File: src/design/qnp_pkg.sv
// package of constants and types for the quad nibble io port
package qnp_pkg;
	// ----------------------------------------
	// register index constants
	// ----------------------------------------
	localparam logic [11:0] QNP_IDX_GROUP0_DATA = 12'hF60; // group 0 data index
	localparam logic [11:0] QNP_IDX_GROUP1_DATA = 12'hF61; // group 1 data index
	localparam logic [11:0] QNP_IDX_GROUP2_DATA = 12'hF62; // group 2 data index
	localparam logic [11:0] QNP_IDX_GROUP3_DATA = 12'hF63; // group 3 data index
	localparam logic [11:0] QNP_IDX_DIRECTION = 12'hF7D; // direction index
	localparam logic [11:0] QNP_IDX_PULLUP = 12'hF7E; // pull-up disable index
	// ----------------------------------------
	// layout and reset values
	// ----------------------------------------
	localparam int QNP_GROUPS = 4; // number of groups
	localparam int QNP_GROUP_BITS = 4; // bits per group
	localparam int QNP_PINS = 16; // total pins
	localparam int QNP_ADDR_W = 14; // byte address width
	localparam logic [3:0] QNP_DIR_RESET = 4'h0; // all groups input
	localparam logic [3:0] QNP_PUP_RESET = 4'h0; // all pull-ups on, dedicated bits excepted
	localparam logic [15:0] QNP_DATA_RESET = 16'h0000; // data undefined, zero chosen
	localparam logic [1:0] QNP_RESP_OKAY = 2'h0; // axi okay
	localparam logic [1:0] QNP_RESP_SLVERR = 2'h2; // axi slave error
	// ----------------------------------------
	// slave state encoding
	// ----------------------------------------
	typedef enum logic [1:0] {
		QNP_ST_IDLE = 2'b01, // waiting for request
		QNP_ST_RESP = 2'b10 // answer pending
	} qnp_state_t;
endpackage

File: src/design/qnp_port.sv
// quad nibble io port: sixteen bidirectional pins behind an axi4-lite slave
// Operation
// sixteen pins, four groups, consecutive data registers
// four-bit readable direction register, bit per group
// direction zero: group pins undriven inputs
// direction one: pins drive data register
// data one drives high, zero low
// reset clears all direction bits
// pull-up bit per group, zero enables
// reset clears all pull-up bits
// data writes stored in input mode
// input mode read returns pin level
// output mode read returns pin level
// open-drain option per group or bit
// group three bits optionally dedicated outputs
// dedicated outputs ignore direction bit
// dedicated outputs never pulled up
// open-drain released unpulled pin reads undefined
// open-drain one releases, zero drives low
// data registers unspecified after reset
//
// Design decision made here: register access over AXI4-Lite.
`timescale 1ns/100ps
module qnp_port
	import qnp_pkg::*;
#(
	parameter logic [15:0] OPEN_DRAIN = 16'h0000, // open-drain option, per pin in groups 2 and 3, bit 0 of the group for groups 0 and 1
	parameter logic [3:0] DEDICATED = 4'h0 // group three dedicated output bits
) (
	input wire logic i_ref_clk,
	input wire logic i_reset,
	input wire logic [QNP_ADDR_W-1:0] i_awaddr,
	input wire logic i_awvalid,
	output logic o_awready,
	input wire logic [31:0] i_wdata,
	input wire logic [3:0] i_wstrb,
	input wire logic i_wvalid,
	output logic o_wready,
	output logic [1:0] o_bresp,
	output logic o_bvalid,
	input wire logic i_bready,
	input wire logic [QNP_ADDR_W-1:0] i_araddr,
	input wire logic i_arvalid,
	output logic o_arready,
	output logic [31:0] o_rdata,
	output logic [1:0] o_rresp,
	output logic o_rvalid,
	input wire logic i_rready,
	input wire logic [QNP_PINS-1:0] i_pin,
	output logic [QNP_PINS-1:0] o_pin,
	output logic [QNP_PINS-1:0] o_pin_oe,
	output logic [QNP_PINS-1:0] o_pullup_en
);
	// ----------------------------------------
	// option masks
	// ----------------------------------------
	// groups 0 and 1 take the option from bit 0 of the group
	localparam logic [15:0] OD_EFF = {OPEN_DRAIN[15:8], {4{OPEN_DRAIN[4]}},
		{4{OPEN_DRAIN[0]}}};
	localparam logic [15:0] DED_MASK = {DEDICATED, 12'h000};

	// ----------------------------------------
	// register state
	// ----------------------------------------
	logic [3:0] dir_q; // group direction bits
	logic [3:0] pup_q; // group pull-up disable bits
	logic [15:0] data_q; // port data registers
	qnp_state_t wst_q; // write channel state
	qnp_state_t rst_q; // read channel state
	logic aw_got_q; // write address taken
	logic w_got_q; // write data taken
	logic [QNP_ADDR_W-1:0] awaddr_q; // held write address
	logic [31:0] wdata_q; // held write data
	logic wstrb0_q; // held low byte strobe

	// ----------------------------------------
	// address decode
	// ----------------------------------------
	// map a byte address to a register select, bit 6 means unmapped
	function automatic logic [6:0] qnp_decode(input logic [QNP_ADDR_W-1:0] a);
		logic [11:0] idx;
		logic [6:0] sel;
		idx = a[QNP_ADDR_W-1:2];
		sel = 7'h00;
		if (a[1:0] != 2'h0) begin
			sel = 7'h40;
		end else if (idx == QNP_IDX_GROUP0_DATA) begin
			sel = 7'h01;
		end else if (idx == QNP_IDX_GROUP1_DATA) begin
			sel = 7'h02;
		end else if (idx == QNP_IDX_GROUP2_DATA) begin
			sel = 7'h04;
		end else if (idx == QNP_IDX_GROUP3_DATA) begin
			sel = 7'h08;
		end else if (idx == QNP_IDX_DIRECTION) begin
			sel = 7'h10;
		end else if (idx == QNP_IDX_PULLUP) begin
			sel = 7'h20;
		end else begin
			sel = 7'h40;
		end
		return sel;
	endfunction

	// ----------------------------------------
	// pin drive logic
	// ----------------------------------------
	logic [15:0] dir_pin; // direction fanned out per pin
	logic [15:0] pup_pin; // pull-up disable per pin
	logic [15:0] out_mode; // pin in output mode
	logic [15:0] oe_next; // next output enable
	logic [15:0] val_next; // next output value
	logic [15:0] pull_next; // next pull-up enable

	genvar g;
	generate
		for (g = 0; g < QNP_PINS; g++) begin : g_pin
			assign dir_pin[g] = dir_q[g / QNP_GROUP_BITS];
			assign pup_pin[g] = pup_q[g / QNP_GROUP_BITS];
			// dedicated bits output regardless of direction
			assign out_mode[g] = dir_pin[g] | DED_MASK[g];
			// open-drain releases on one, complementary drives either value in output mode
			assign oe_next[g] = out_mode[g] & ~(OD_EFF[g] & data_q[g]);
			assign val_next[g] = data_q[g];
			// pull-up on when bit is zero, never on dedicated bits
			assign pull_next[g] = ~pup_pin[g] & ~DED_MASK[g];
		end
	endgenerate

	// register pin outputs
	always_ff @(posedge i_ref_clk) begin
		if (i_reset) begin
			o_pin <= 16'h0000;
			o_pin_oe <= 16'h0000;
			o_pullup_en <= ~DED_MASK; // pulled up, dedicated bits never
		end else begin
			o_pin <= val_next;
			o_pin_oe <= oe_next;
			o_pullup_en <= pull_next;
		end
	end

	// ----------------------------------------
	// write channel
	// ----------------------------------------
	logic aw_take; // write address handshake
	logic w_take; // write data handshake
	logic do_write; // both halves present
	logic [QNP_ADDR_W-1:0] wa_eff; // effective write address
	logic [31:0] wd_eff; // effective write data
	logic ws_eff; // effective low strobe
	logic [6:0] wsel; // write select

	assign aw_take = i_awvalid & o_awready;
	assign w_take = i_wvalid & o_wready;
	assign wa_eff = aw_got_q ? awaddr_q : i_awaddr;
	assign wd_eff = w_got_q ? wdata_q : i_wdata;
	assign ws_eff = w_got_q ? wstrb0_q : i_wstrb[0];
	assign do_write = (wst_q == QNP_ST_IDLE) & (aw_got_q | aw_take) & (w_got_q | w_take);
	assign wsel = qnp_decode(wa_eff);

	// channel handshake and response
	always_ff @(posedge i_ref_clk) begin
		if (i_reset) begin
			wst_q <= QNP_ST_IDLE;
			aw_got_q <= 1'b0;
			w_got_q <= 1'b0;
			awaddr_q <= '0;
			wdata_q <= 32'h00000000;
			wstrb0_q <= 1'b0;
			o_awready <= 1'b0;
			o_wready <= 1'b0;
			o_bvalid <= 1'b0;
			o_bresp <= QNP_RESP_OKAY;
		end else begin
			if (aw_take) begin
				awaddr_q <= i_awaddr;
			end
			if (w_take) begin
				wdata_q <= i_wdata;
				wstrb0_q <= i_wstrb[0];
			end
			unique case (wst_q)
				QNP_ST_IDLE: begin
					// ready stays up only for halves not yet taken
					o_awready <= ~(aw_got_q | aw_take) & ~do_write;
					o_wready <= ~(w_got_q | w_take) & ~do_write;
					aw_got_q <= (aw_got_q | aw_take) & ~do_write;
					w_got_q <= (w_got_q | w_take) & ~do_write;
					if (do_write) begin
						wst_q <= QNP_ST_RESP;
						o_bvalid <= 1'b1;
						o_bresp <= wsel[6] ? QNP_RESP_SLVERR : QNP_RESP_OKAY;
					end
				end
				QNP_ST_RESP: begin
					// hold response until accepted
					if (i_bready) begin
						o_bvalid <= 1'b0;
						o_awready <= 1'b1;
						o_wready <= 1'b1;
						wst_q <= QNP_ST_IDLE;
					end
				end
			endcase
		end
	end

	// register writes
	always_ff @(posedge i_ref_clk) begin
		if (i_reset) begin
			dir_q <= QNP_DIR_RESET;
			pup_q <= QNP_PUP_RESET;
			data_q <= QNP_DATA_RESET;
		end else if (do_write & ws_eff) begin
			// data stored whatever the direction
			if (wsel[0]) data_q[3:0] <= wd_eff[3:0];
			if (wsel[1]) data_q[7:4] <= wd_eff[3:0];
			if (wsel[2]) data_q[11:8] <= wd_eff[3:0];
			if (wsel[3]) data_q[15:12] <= wd_eff[3:0];
			if (wsel[4]) dir_q <= wd_eff[3:0];
			if (wsel[5]) pup_q <= wd_eff[3:0];
		end
	end

	// ----------------------------------------
	// read channel
	// ----------------------------------------
	logic ar_take; // read address handshake
	logic [6:0] rsel; // read select
	logic [3:0] rnib; // selected nibble
	logic [15:0] pin_rd; // pin level as read

	assign ar_take = i_arvalid & o_arready;
	assign rsel = qnp_decode(i_araddr);
	// the read shows the pin itself in either mode; a released open-drain
	// pin without pull-up reads what the board holds, which may be anything
	assign pin_rd = i_pin;
	assign rnib = ({4{rsel[0]}} & pin_rd[3:0]) | ({4{rsel[1]}} & pin_rd[7:4]) |
		({4{rsel[2]}} & pin_rd[11:8]) | ({4{rsel[3]}} & pin_rd[15:12]) |
		({4{rsel[4]}} & dir_q) | ({4{rsel[5]}} & pup_q);

	// read handshake and data
	always_ff @(posedge i_ref_clk) begin
		if (i_reset) begin
			rst_q <= QNP_ST_IDLE;
			o_arready <= 1'b0;
			o_rvalid <= 1'b0;
			o_rdata <= 32'h00000000;
			o_rresp <= QNP_RESP_OKAY;
		end else begin
			unique case (rst_q)
				QNP_ST_IDLE: begin
					o_arready <= ~ar_take;
					if (ar_take) begin
						rst_q <= QNP_ST_RESP;
						o_rvalid <= 1'b1;
						o_rdata <= {28'h0000000, rnib};
						o_rresp <= rsel[6] ? QNP_RESP_SLVERR : QNP_RESP_OKAY;
					end
				end
				QNP_ST_RESP: begin
					if (i_rready) begin
						o_rvalid <= 1'b0;
						o_arready <= 1'b1;
						rst_q <= QNP_ST_IDLE;
					end
				end
			endcase
		end
	end
endmodule
File: config.mk
export PLATFORM = sky130hd
export DESIGN_NAME = qnp_port
export DESIGN_NICKNAME = d
export VERILOG_FILES = /design/src/design/qnp_pkg.sv /design/src/design/qnp_port.sv
export SDC_FILE = /design/constraint.sdc
export NUM_CORES = 1
export LEC_CHECK = 0
export BUFFER_PORTS_ARGS = -buffer_cell sky130_fd_sc_hd__buf_4
export CORE_UTILIZATION = 50
export DETAILED_ROUTE_END_ITERATION = 10
export MAX_ROUTING_LAYER = met4
export PLACE_DENSITY = 0.85
export SLEW_MARGIN = 20
export SYNTH_ARGS = -nofsm -noshare
export SYNTH_HDL_FRONTEND = slang
export SYNTH_SLANG_ARGS = --single-unit
File: constraint.sdc
create_clock -name i_ref_clk -period 4.74 [get_ports i_ref_clk]
set_input_delay 0.474 -clock i_ref_clk [delete_from_list [all_inputs] [get_ports i_ref_clk]]
set_output_delay 0.474 -clock i_ref_clk [all_outputs]
set_load 0.02 [all_outputs]
==> run summary, run 1 <==
Final HPWL DP = 5731 um
Total power = 1.534 mW
Die width = 87.94 um
Status = finished, final reports clean
Adder-cell area share of the yosys netlist = 0%
Avg WL per Cell = 13.22 um
Setup TNS = 0 ps
Min Clock Period, post-route = 2305 ps
Crit-path max cell delay = 730 ps
Die H = 87.94 um
Critical Path End Type = flip-flop
Pins Over Slew Limit = 0
Largest net degree at the start of global routing = 65
Final setup fails = 0
Setup Skew = 9.410 ps
CP arrival = 2550 ps
Initial antenna violation count = 0
# fillers = 573
Vias = 2,858
Clock-pin slew on the worst setup and hold paths = 80 ps
H-tree depth = 3
Cell Area, Placed = 4299 um2
Max-cap viol count = 0
Worst path bufs/invs = 0
Synth warnings = 0
Avg Cell Area, Syn = 9.467 um2
DP Cell Count = 557
DRC Markers = 0
PostCTS Resize Cnt = 0
DP Worst Slack = 2454 ps
Worst endpoint required time = 4990 ps
CTS tree = done
WL final = 7574 um
Cell Chain, Critical Path = mux2_2 -> nor4_1 -> nand4_1 -> mux2_2
# clock sinks = 82
EDFF count, synth = 0
Yosys top cell by area = dfxtp_1
Ports = 176
IO buf count = 114
Post-route cell area = 4528 um2
Sequential-to-total area share from yosys stat = 44.46%
Asr flop ratio synth = 0%
Crit path max fanout = 17
Diode count = 0
Worst-skew pair later-pin latency = 360 ps
Fmax = 433.9 MHz
Clock Root Buffer = clkbuf_8
CTS buffer count = 9
Initial Util = 53.17%
Switching part of the total power = 27.42%
Ratio of cells with drive above 1 in the final layout = 31.87%
Clock Tree Buf Depth = 2
GRT Total Usage = 20.54%
Compound-cell area share of the yosys netlist = 9.556%
CTS Hold Bufs = 0
First-pass iteration count of the detailed router = 4
Simple-gate area share of the yosys netlist = 20.60%
Worst hold margin = 373.2 ps
First-iteration detailed-routing DRC count = 79
Row count = 30
CP most frequent cell = mux2_2
Buffer count from post-CTS setup fixing = 0
Finished Layout Cells = 573
Worst slew pin tran = 645.5 ps
CP Launch Type = flip-flop
Cell Int Power = 1.113 mW
WS Path Type = flip-flop to flip-flop
Post-synthesis cell area = 3692 um2
Slack of the critical path = 2435 ps
Global-route wire length before repair = 11,630 um
XOR/XNOR Fraction of Synth Area = 0.4744%
Nets = 559
DR vias/cell = 4.988
Core area = 6944 um2
Mapped Cells = 390
Overflow after GRT = 0
Largest family of logic cells by synthesized area = simple AND/OR/NAND/NOR gates
Layout area overhead = 22.64%
Final hold vios = 0
Worst VDD drop = 0.2103 mV
Routed Antenna Nets = 0
Final Cycle Share = 48.63%
CP top delay family = multiplexers
RSZ-0062 raised after global routing = no
Cell area power density = 338.8 nW/um2
CP max-delay cell = dfxtp_1
Top_reg_cell synth = dfxtp_1
Reg power frac = 48.3%
Worst Hold Class = primary input to flip-flop
DIE AREA = 7733 um2
Leakage power = 2.010 nW
Psw = 0.4206 mW
Mux cell area share after synthesis = 11.45%
Cell variety after synth = 42
Gate power share = 14.3%
Synthesis-stage register bit count = 82
Top-area cell type share of the netlist area = 44.46%
Synth top area cells = dfxtp_1, buf_4, mux2_1
Number of global-route vias before repair = 2,616
Util after Layout = 65.21%
Clk pwr share = 37.4%
GPL Wtd Cong = 0.8418
Relative slew slack = 56.88%
[cell type report]
class | instances | area, um2 | area share [%]
Sequential cell | 82 | 1642 | 36.25
Inverter | 4 | 15.01 | 0.3316
Clock inverter | 7 | 105.1 | 2.321
Tap cell | 96 | 120.1 | 2.653
Timing Repair Buffer | 114 | 855.8 | 18.90
Clock buffer | 9 | 123.9 | 2.736
Multi-Input combinational cell | 261 | 1667 | 36.81
[worst min-delay path: stages]
cell and delay, ps:
buf_4 110, nand2_1 50, a21oi_1 50
[flip-flops by register name, indices dropped and copies added (netlist names)]
name,count
data_q,16
o_pin,16
awaddr_q,14
dir_q,4
o_pin_oe,4
o_pullup_en,4
o_rdata,4
pup_q,4
wdata_q,4
aw_got_q,1
o_arready,1
o_awready,1
o_bresp,1
o_bvalid,1
o_rresp,1
o_rvalid,1
o_wready,1
rst_q,1
w_got_q,1
wst_q,1
wstrb0_q,1
[final timing paths]
kind                     from               to  slack, ps  cells after the start
setup / recovery     aw_got_q         dir_q[1]       2440                      4
hold / removal    i_awaddr[0]      awaddr_q[0]        370                      3
setup reg to reg     aw_got_q         dir_q[1]       2440                      4
hold reg to reg      pup_q[2]  o_pullup_en[11]        440                      1
[layer usage]
layer | vias up | GRT usage [%] | share of wire, % | wire length (um)
met2 | 111 | 35.94 | 51 | 3879
met1 | 1321 | 21.77 | 40 | 3050
met4 | 0 | 8.048 | 1.6 | 118
met3 | 12 | 5.844 | 6.9 | 526
li1 | 1414 | - | - | -
met5 | - | - | 0 | 0
[power by group through the flow]
stage | Clock, mW | Combinational (mW) | Sequential (mW)
floorplan | 0 | 0.159 | 0.757
global placement | 0 | 0.214 | 0.755
detailed placement | 0 | 0.219 | 0.756
CTS | 0.584 | 0.220 | 0.740
global route | 0.620 | 0.240 | 0.745
finish | 0.574 | 0.220 | 0.741
[Yosys cell counts (all sizes together) (3+ instances only)]
master and count:
buf 56, a21oi 25, a22o 4, a311oi 3, nand4 8, mux2i 13, inv 4, or2 6
a22oi 6, nor2 20, nand4b 4, nand3 6, dfxtp 82, nand2 47, nand2b 5, clkbuf 16
mux2 22, a211oi 5, nor3 3, nor4 6, nor2b 27
[cell usage in the layout (no fill, tap or decap), types with 2 or more instances in the layout]
| cell type | count |
|---|---|
| buf_4 | 114 |
| dfxtp_1 | 82 |
| nand2_1 | 47 |
| conb_1 | 30 |
| nor2b_1 | 27 |
| a21oi_1 | 25 |
| nor2_1 | 20 |
| mux2_1 | 16 |
| mux2i_1 | 13 |
| clkbuf_8 | 9 |
| nand3_1 | 6 |
| or2_2 | 6 |
| mux2_2 | 6 |
| a211oi_1 | 5 |
| nand2b_1 | 5 |
| nor4_1 | 5 |
| a22oi_1 | 5 |
| inv_1 | 4 |
| nand4_1 | 4 |
| nand4b_1 | 4 |
| nand4_2 | 4 |
| a22o_1 | 4 |
| a311oi_1 | 3 |
| nor3_1 | 3 |
| inv_6 | 3 |
| and2_1 | 2 |
| a221o_1 | 2 |
| or3_1 | 2 |
| o21ai_0 | 2 |
| mux4_2 | 2 |
| xnor2_1 | 2 |
| bufinv_16 | 2 |
[kinds of logic after synthesis]
kind of cell,Yosys count
simple gates,141
flops,82
buf+inv,76
compound gates,51
mux,37
xor+xnor,2
other cells,1
Note: power is estimated with default switching activity, not from simulation.
==> run 2: changes to the inputs <==
Settings changed: CORE_UTILIZATION 50 to 42, PLACE_DENSITY 0.85 to 0.76.
Clock period 4.74 ns to 1.9 ns, I/O delays scaled along.
==> run 2 against run 1 <==
  * Die area grew 19%
  * Hold slack lost 280 ps
  * Setup slack worse by 2400 ps
  * Clock-buffer cell count up 1
  * Highest routed layer unchanged
  * First-iteration DRC count increased by 15%
  * Core utilization shrank 10 points
  * Sequential cell count did not move
  * Non-clock buffer count rose by 13
  * Combinational power rose to 2.8 times the previous value
  * Critical path type unchanged
  * Sequential share of layout area is 0.59 points lower
==> run summary, run 2 (synthesized netlist as in run 1, its figures left out) <==
Worst hold margin = 92.52 ps
Final HPWL DP = 5720 um
Worst VDD drop = 0.3578 mV
CTS buffer count = 9
GPL Wtd Cong = 0.8135
First-pass iteration count of the detailed router = 4
Diode count = 0
WHS Path Cells = 3
CP arrival = 2120 ps
Vias = 2,874
Ratio of cells with drive above 1 in the final layout = 34.49%
CP max-delay cell = or4_4
Gate power share = 16.8%
Leakage power = 2.053 nW
Max-cap viol count = 0
CTS tree = done
GR Layer Usage met3 = 4.344%
IO buf count = 114
Fmax = 529.0 MHz
Slack of the critical path = 9.770 ps
Most common cell after layout, fill and taps aside = buf_4
Number of global-route vias before repair = 2,598
R2R cell count = 4
Clock-pin slew on the worst setup and hold paths = 90 ps
DRC Markers = 0
Met2 GRT Util = 30.71%
Min Clock Period, post-route = 1890 ps
DIE AREA = 9170 um2
Final setup fails = 0
H-tree depth = 3
Critical Path End Type = flip-flop
Worst endpoint required time = 2130 ps
Worst slew pin tran = 676.4 ps
Layout area overhead = 24.94%
Avg WL per Cell = 12.73 um
Worst Hold Class = primary input to flip-flop
Switching part of the total power = 28.92%
WL final = 7577 um
Cell Area, Placed = 4408 um2
Nets = 572
GR Util met1 = 18.37%
Cell Int Power = 2.575 mW
Reg power frac = 50.8%
Crit-path max cell delay = 550 ps
Initial Util = 44.05%
Global-route wire length before repair = 11,590 um
DR vias/cell = 4.830
Initial antenna violation count = 0
RSZ-0062 raised after global routing = yes
Routed Antenna Nets = 0
Clk pwr share = 32.4%
Final hold vios = 0
# clock sinks = 82
Die H = 95.76 um
Cell Chain, Critical Path = or4_4 -> a22oi_4 -> nand4_2 -> mux2_1
Worst-skew pair later-pin latency = 340 ps
Buffer count from post-CTS setup fixing = 0
Largest regs = data_q (16), o_pin (16), awaddr_q (14)
Overflow after GRT = 0
CP Launch Type = flip-flop
Relative slew slack = 54.82%
Final Cycle Share = 99.49%
First-iteration detailed-routing DRC count = 91
GRT Total Usage = 17.09%
Largest net degree at the start of global routing = 51
Core area = 8382 um2
Clock Tree Buf Depth = 2
Cell area power density = 785.1 nW/um2
Row count = 33
Die width = 95.76 um
Global-route layer with the greatest usage = met2
Status = finished, final reports clean
DP Worst Slack = -167.9 ps
Crit path max fanout = 9
Psw = 1.047 mW
Clock Root Buffer = clkbuf_8
Post-route cell area = 4613 um2
Setup Skew = 10.73 ps
Pins Over Slew Limit = 0
WS Path Type = flip-flop to flip-flop
Ports = 176
Most frequent cells in the layout = buf_4, dfxtp_1, nand2_1
[run 2: timing repair]
action                     4_1_cts  5_1_grt
gates resized for setup          3        2
gates cloned                     0        0
hold buffers                     0        0
setup endpoints to repair       20       20
[run 2: final cells by class]
cell class | instances | area (um2)
Multi-Input combinational cell | 261 | 1680
Sequential cell | 82 | 1645
Timing Repair Buffer | 127 | 953.4
Fill cell | 743 | 3769
Tap cell | 105 | 131.4
Clock buffer | 10 | 137.6
Clock inverter | 6 | 50.05
Inverter | 4 | 15.01
[run 2: final timing paths]
path | from | slack, ps | end
worst max-delay path | aw_got_q | 10 | data_q[8]
worst min-delay path | i_wdata[3] | 90 | wdata_q[3]
worst max register to register | aw_got_q | 10 | data_q[8]
worst min register to register | pup_q[0] | 440 | o_pullup_en[3]
[run 2: per-stage QoR]
| step | util, % | TNS [ps] | cells | power (mW) |
|---|---|---|---|---|
| 2_1_floorplan | - | 0 | 419 | 2.285 |
| 3_3_place_gp | 52.59 | -1364 | 579 | 2.460 |
| 3_5_place_dp | 52.59 | -2100 | 579 | 2.474 |
| 4_1_cts | 54.95 | -75.93 | 595 | 3.646 |
| 5_1_grt | 55.04 | -1096 | 595 | 3.808 |
| 6_report | 55.04 | 0 | 595 | 3.622 |
[run 2: power by group through the flow]
| stage | registers, mW | clock network, mW | logic, mW |
|---|---|---|---|
| after floorplan | 1.89 | 0 | 0.396 |
| after global placement | 1.87 | 0 | 0.586 |
| after detailed placement | 1.88 | 0 | 0.595 |
| after CTS | 1.84 | 1.20 | 0.604 |
| after global routing | 1.85 | 1.29 | 0.671 |
| final | 1.84 | 1.17 | 0.610 |
[run 2: per-layer routing]
layer | vias to the layer above | wire (um)
met4 | 0 | 108
met1 | 1320 | 3148
met3 | 9 | 506
li1 | 1442 | -
met5 | - | 0
met2 | 103 | 3812
[run 2: critical path, delay by kind of cell (launching register included)]
family / cells / cell delay [ps]
compound gates: 1 / 250
mux: 1 / 360
simple gates: 2 / 780
flops: 1 / 380
==> run 3: changes to the inputs <==
Settings changed: PLACE_DENSITY 0.76 to 0.85.
==> run 3 against run 2 <==
  * The flow now finishes with violations (negative setup slack)
  * Non-clock buffer count is 3 lower
  * Combinational power is 2% lower
  * Cell area is 0.81% higher
  * Largest power group unchanged
  * Highest routed layer unchanged
==> run summary, run 3 (synthesized netlist as in run 1, its figures left out) <==
Slack of the critical path = -2.524 ps
RSZ-0062 raised after global routing = yes
IO buf count = 114
CP max-delay cell = or4_4
Setup Skew = 11.13 ps
CTS Hold Bufs = 0
CP Launch Type = flip-flop
Die width = 95.76 um
Largest regs = data_q (16), o_pin (16), awaddr_q (14)
Crit-path max cell delay = 560 ps
Routed Antenna Nets = 0
Clock Root Buffer = clkbuf_8
Min Clock Period, post-route = 1903 ps
Failing checks = negative setup slack
Crit path max fanout = 9
CTS buffer count = 9
First-iteration detailed-routing DRC count = 75
Clock Tree Buf Depth = 2
Setup TNS = -2.524 ps
Fmax = 525.6 MHz
DIE AREA = 9170 um2
DRC Markers = 0
Final setup fails = 1
Relative slew slack = 54.55%
DR vias/cell = 4.890
Final Cycle Share = 100.1%
Cell area power density = 830.8 nW/um2
Clock-pin slew on the worst setup and hold paths = 90 ps
Critical Path End Type = flip-flop
Worst endpoint required time = 2140 ps
Worst-skew pair later-pin latency = 360 ps
Row count = 33
GPL Wtd Cong = 0.8133
Layout area overhead = 25.96%
Number of global-route vias before repair = 2,681
H-tree depth = 3
Vias = 2,895
Die H = 95.76 um
Global-route wire length before repair = 12,030 um
Leakage power = 2.065 nW
Core area = 8382 um2
GRT Total Usage = 18.01%
# clock sinks = 82
Avg WL per Cell = 12.73 um
Diode count = 0
Ratio of cells with drive above 1 in the final layout = 34.91%
CP arrival = 2150 ps
WL final = 7534 um
Overflow after GRT = 0
Initial Util = 44.05%
WS Path Type = flip-flop to flip-flop
Util after Layout = 55.49%
Cell Chain, Critical Path = or4_4 -> a22oi_4 -> nand4_2 -> mux2_1
Most common cell after layout, fill and taps aside = buf_4
Status = complete, but fails checks
Final hold vios = 0
Worst Hold Class = primary input to flip-flop
Largest net degree at the start of global routing = 65
Pins Over Slew Limit = 0
Most frequent cells in the layout = buf_4, dfxtp_1, nand2_1
Ports = 176
Nets = 569
Initial antenna violation count = 0
Final HPWL DP = 5741 um
Max-cap viol count = 0
Worst VDD drop = 0.3875 mV
CTS tree = done
First-pass iteration count of the detailed router = 5
Worst slew pin tran = 680.4 ps
-- run 3: through the flow --
| step | area, um2 | setup WS [ps] | total power, mW | hold WS, ps | cells |
|---|---|---|---|---|---|
| after detailed placement | 4385 | -95.84 | 2.460 | 418.7 | 576 |
| after CTS | 4621 | -23.27 | 3.891 | 67.47 | 592 |
| after global placement | 4385 | -55.01 | 2.440 | 412.8 | 576 |
| after floorplan | 3801 | 82.15 | 2.285 | 326.0 | 419 |
| final | 4651 | -2.524 | 3.864 | 81.38 | 592 |
| after global routing | 4651 | -67.92 | 4.049 | 78.87 | 592 |
-- run 3: area by class of cell --
cell class              instances  area [um2]
clock buffers                   9       123.9
clock inverters                 7       105.1
fillers                       741        3731
inverters                       4       15.01
multi-input cells             261        1699
flip-flops and latches         82        1645
well taps                     105       131.4
repair buffers                124       930.9
-- run 3: repair_timing --
action                     CTS  global route
gates resized for setup      3             6
pin swaps                    0             2
setup buffers                0             0
setup endpoints to repair   20            20
-- run 3: critical path, delay by kind of cell (launching register included) --
family	cells	cell delay, ps
AOI/OAI and AO/OA	1	250
DFF	1	380
muxes	1	370
and+or+nand+nor	2	780
-- run 3: worst paths after layout --
| kind | depth (start not counted) | to | from | slack, ps |
|---|---|---|---|---|
| worst max-delay path | 4 | data_q[9] | aw_got_q | -3 |
| worst min-delay path | 3 | wdata_q[1] | i_wdata[1] | 80 |
| worst max register to register | 4 | data_q[9] | aw_got_q | -3 |
| worst min register to register | 1 | o_pullup_en[3] | pup_q[0] | 440 |
-- run 3: metal layers --
layer,vias to the layer above,global-route usage (%),part of all wire (%),routed length (um)
li1,1444,-,-,-
met1,1321,19.22,39,2960
met2,118,32.26,52,3943
met3,12,3.870,6.7,508
met4,0,7.463,1.6,122
met5,-,-,0,0
-- run 3: power breakdown --
part           switching (mW)  internal [mW]  leakage [nW]
Clock                   0.668          0.762         0.113
Combinational           0.342          0.256          1.29
Sequential             0.0509           1.78         0.666
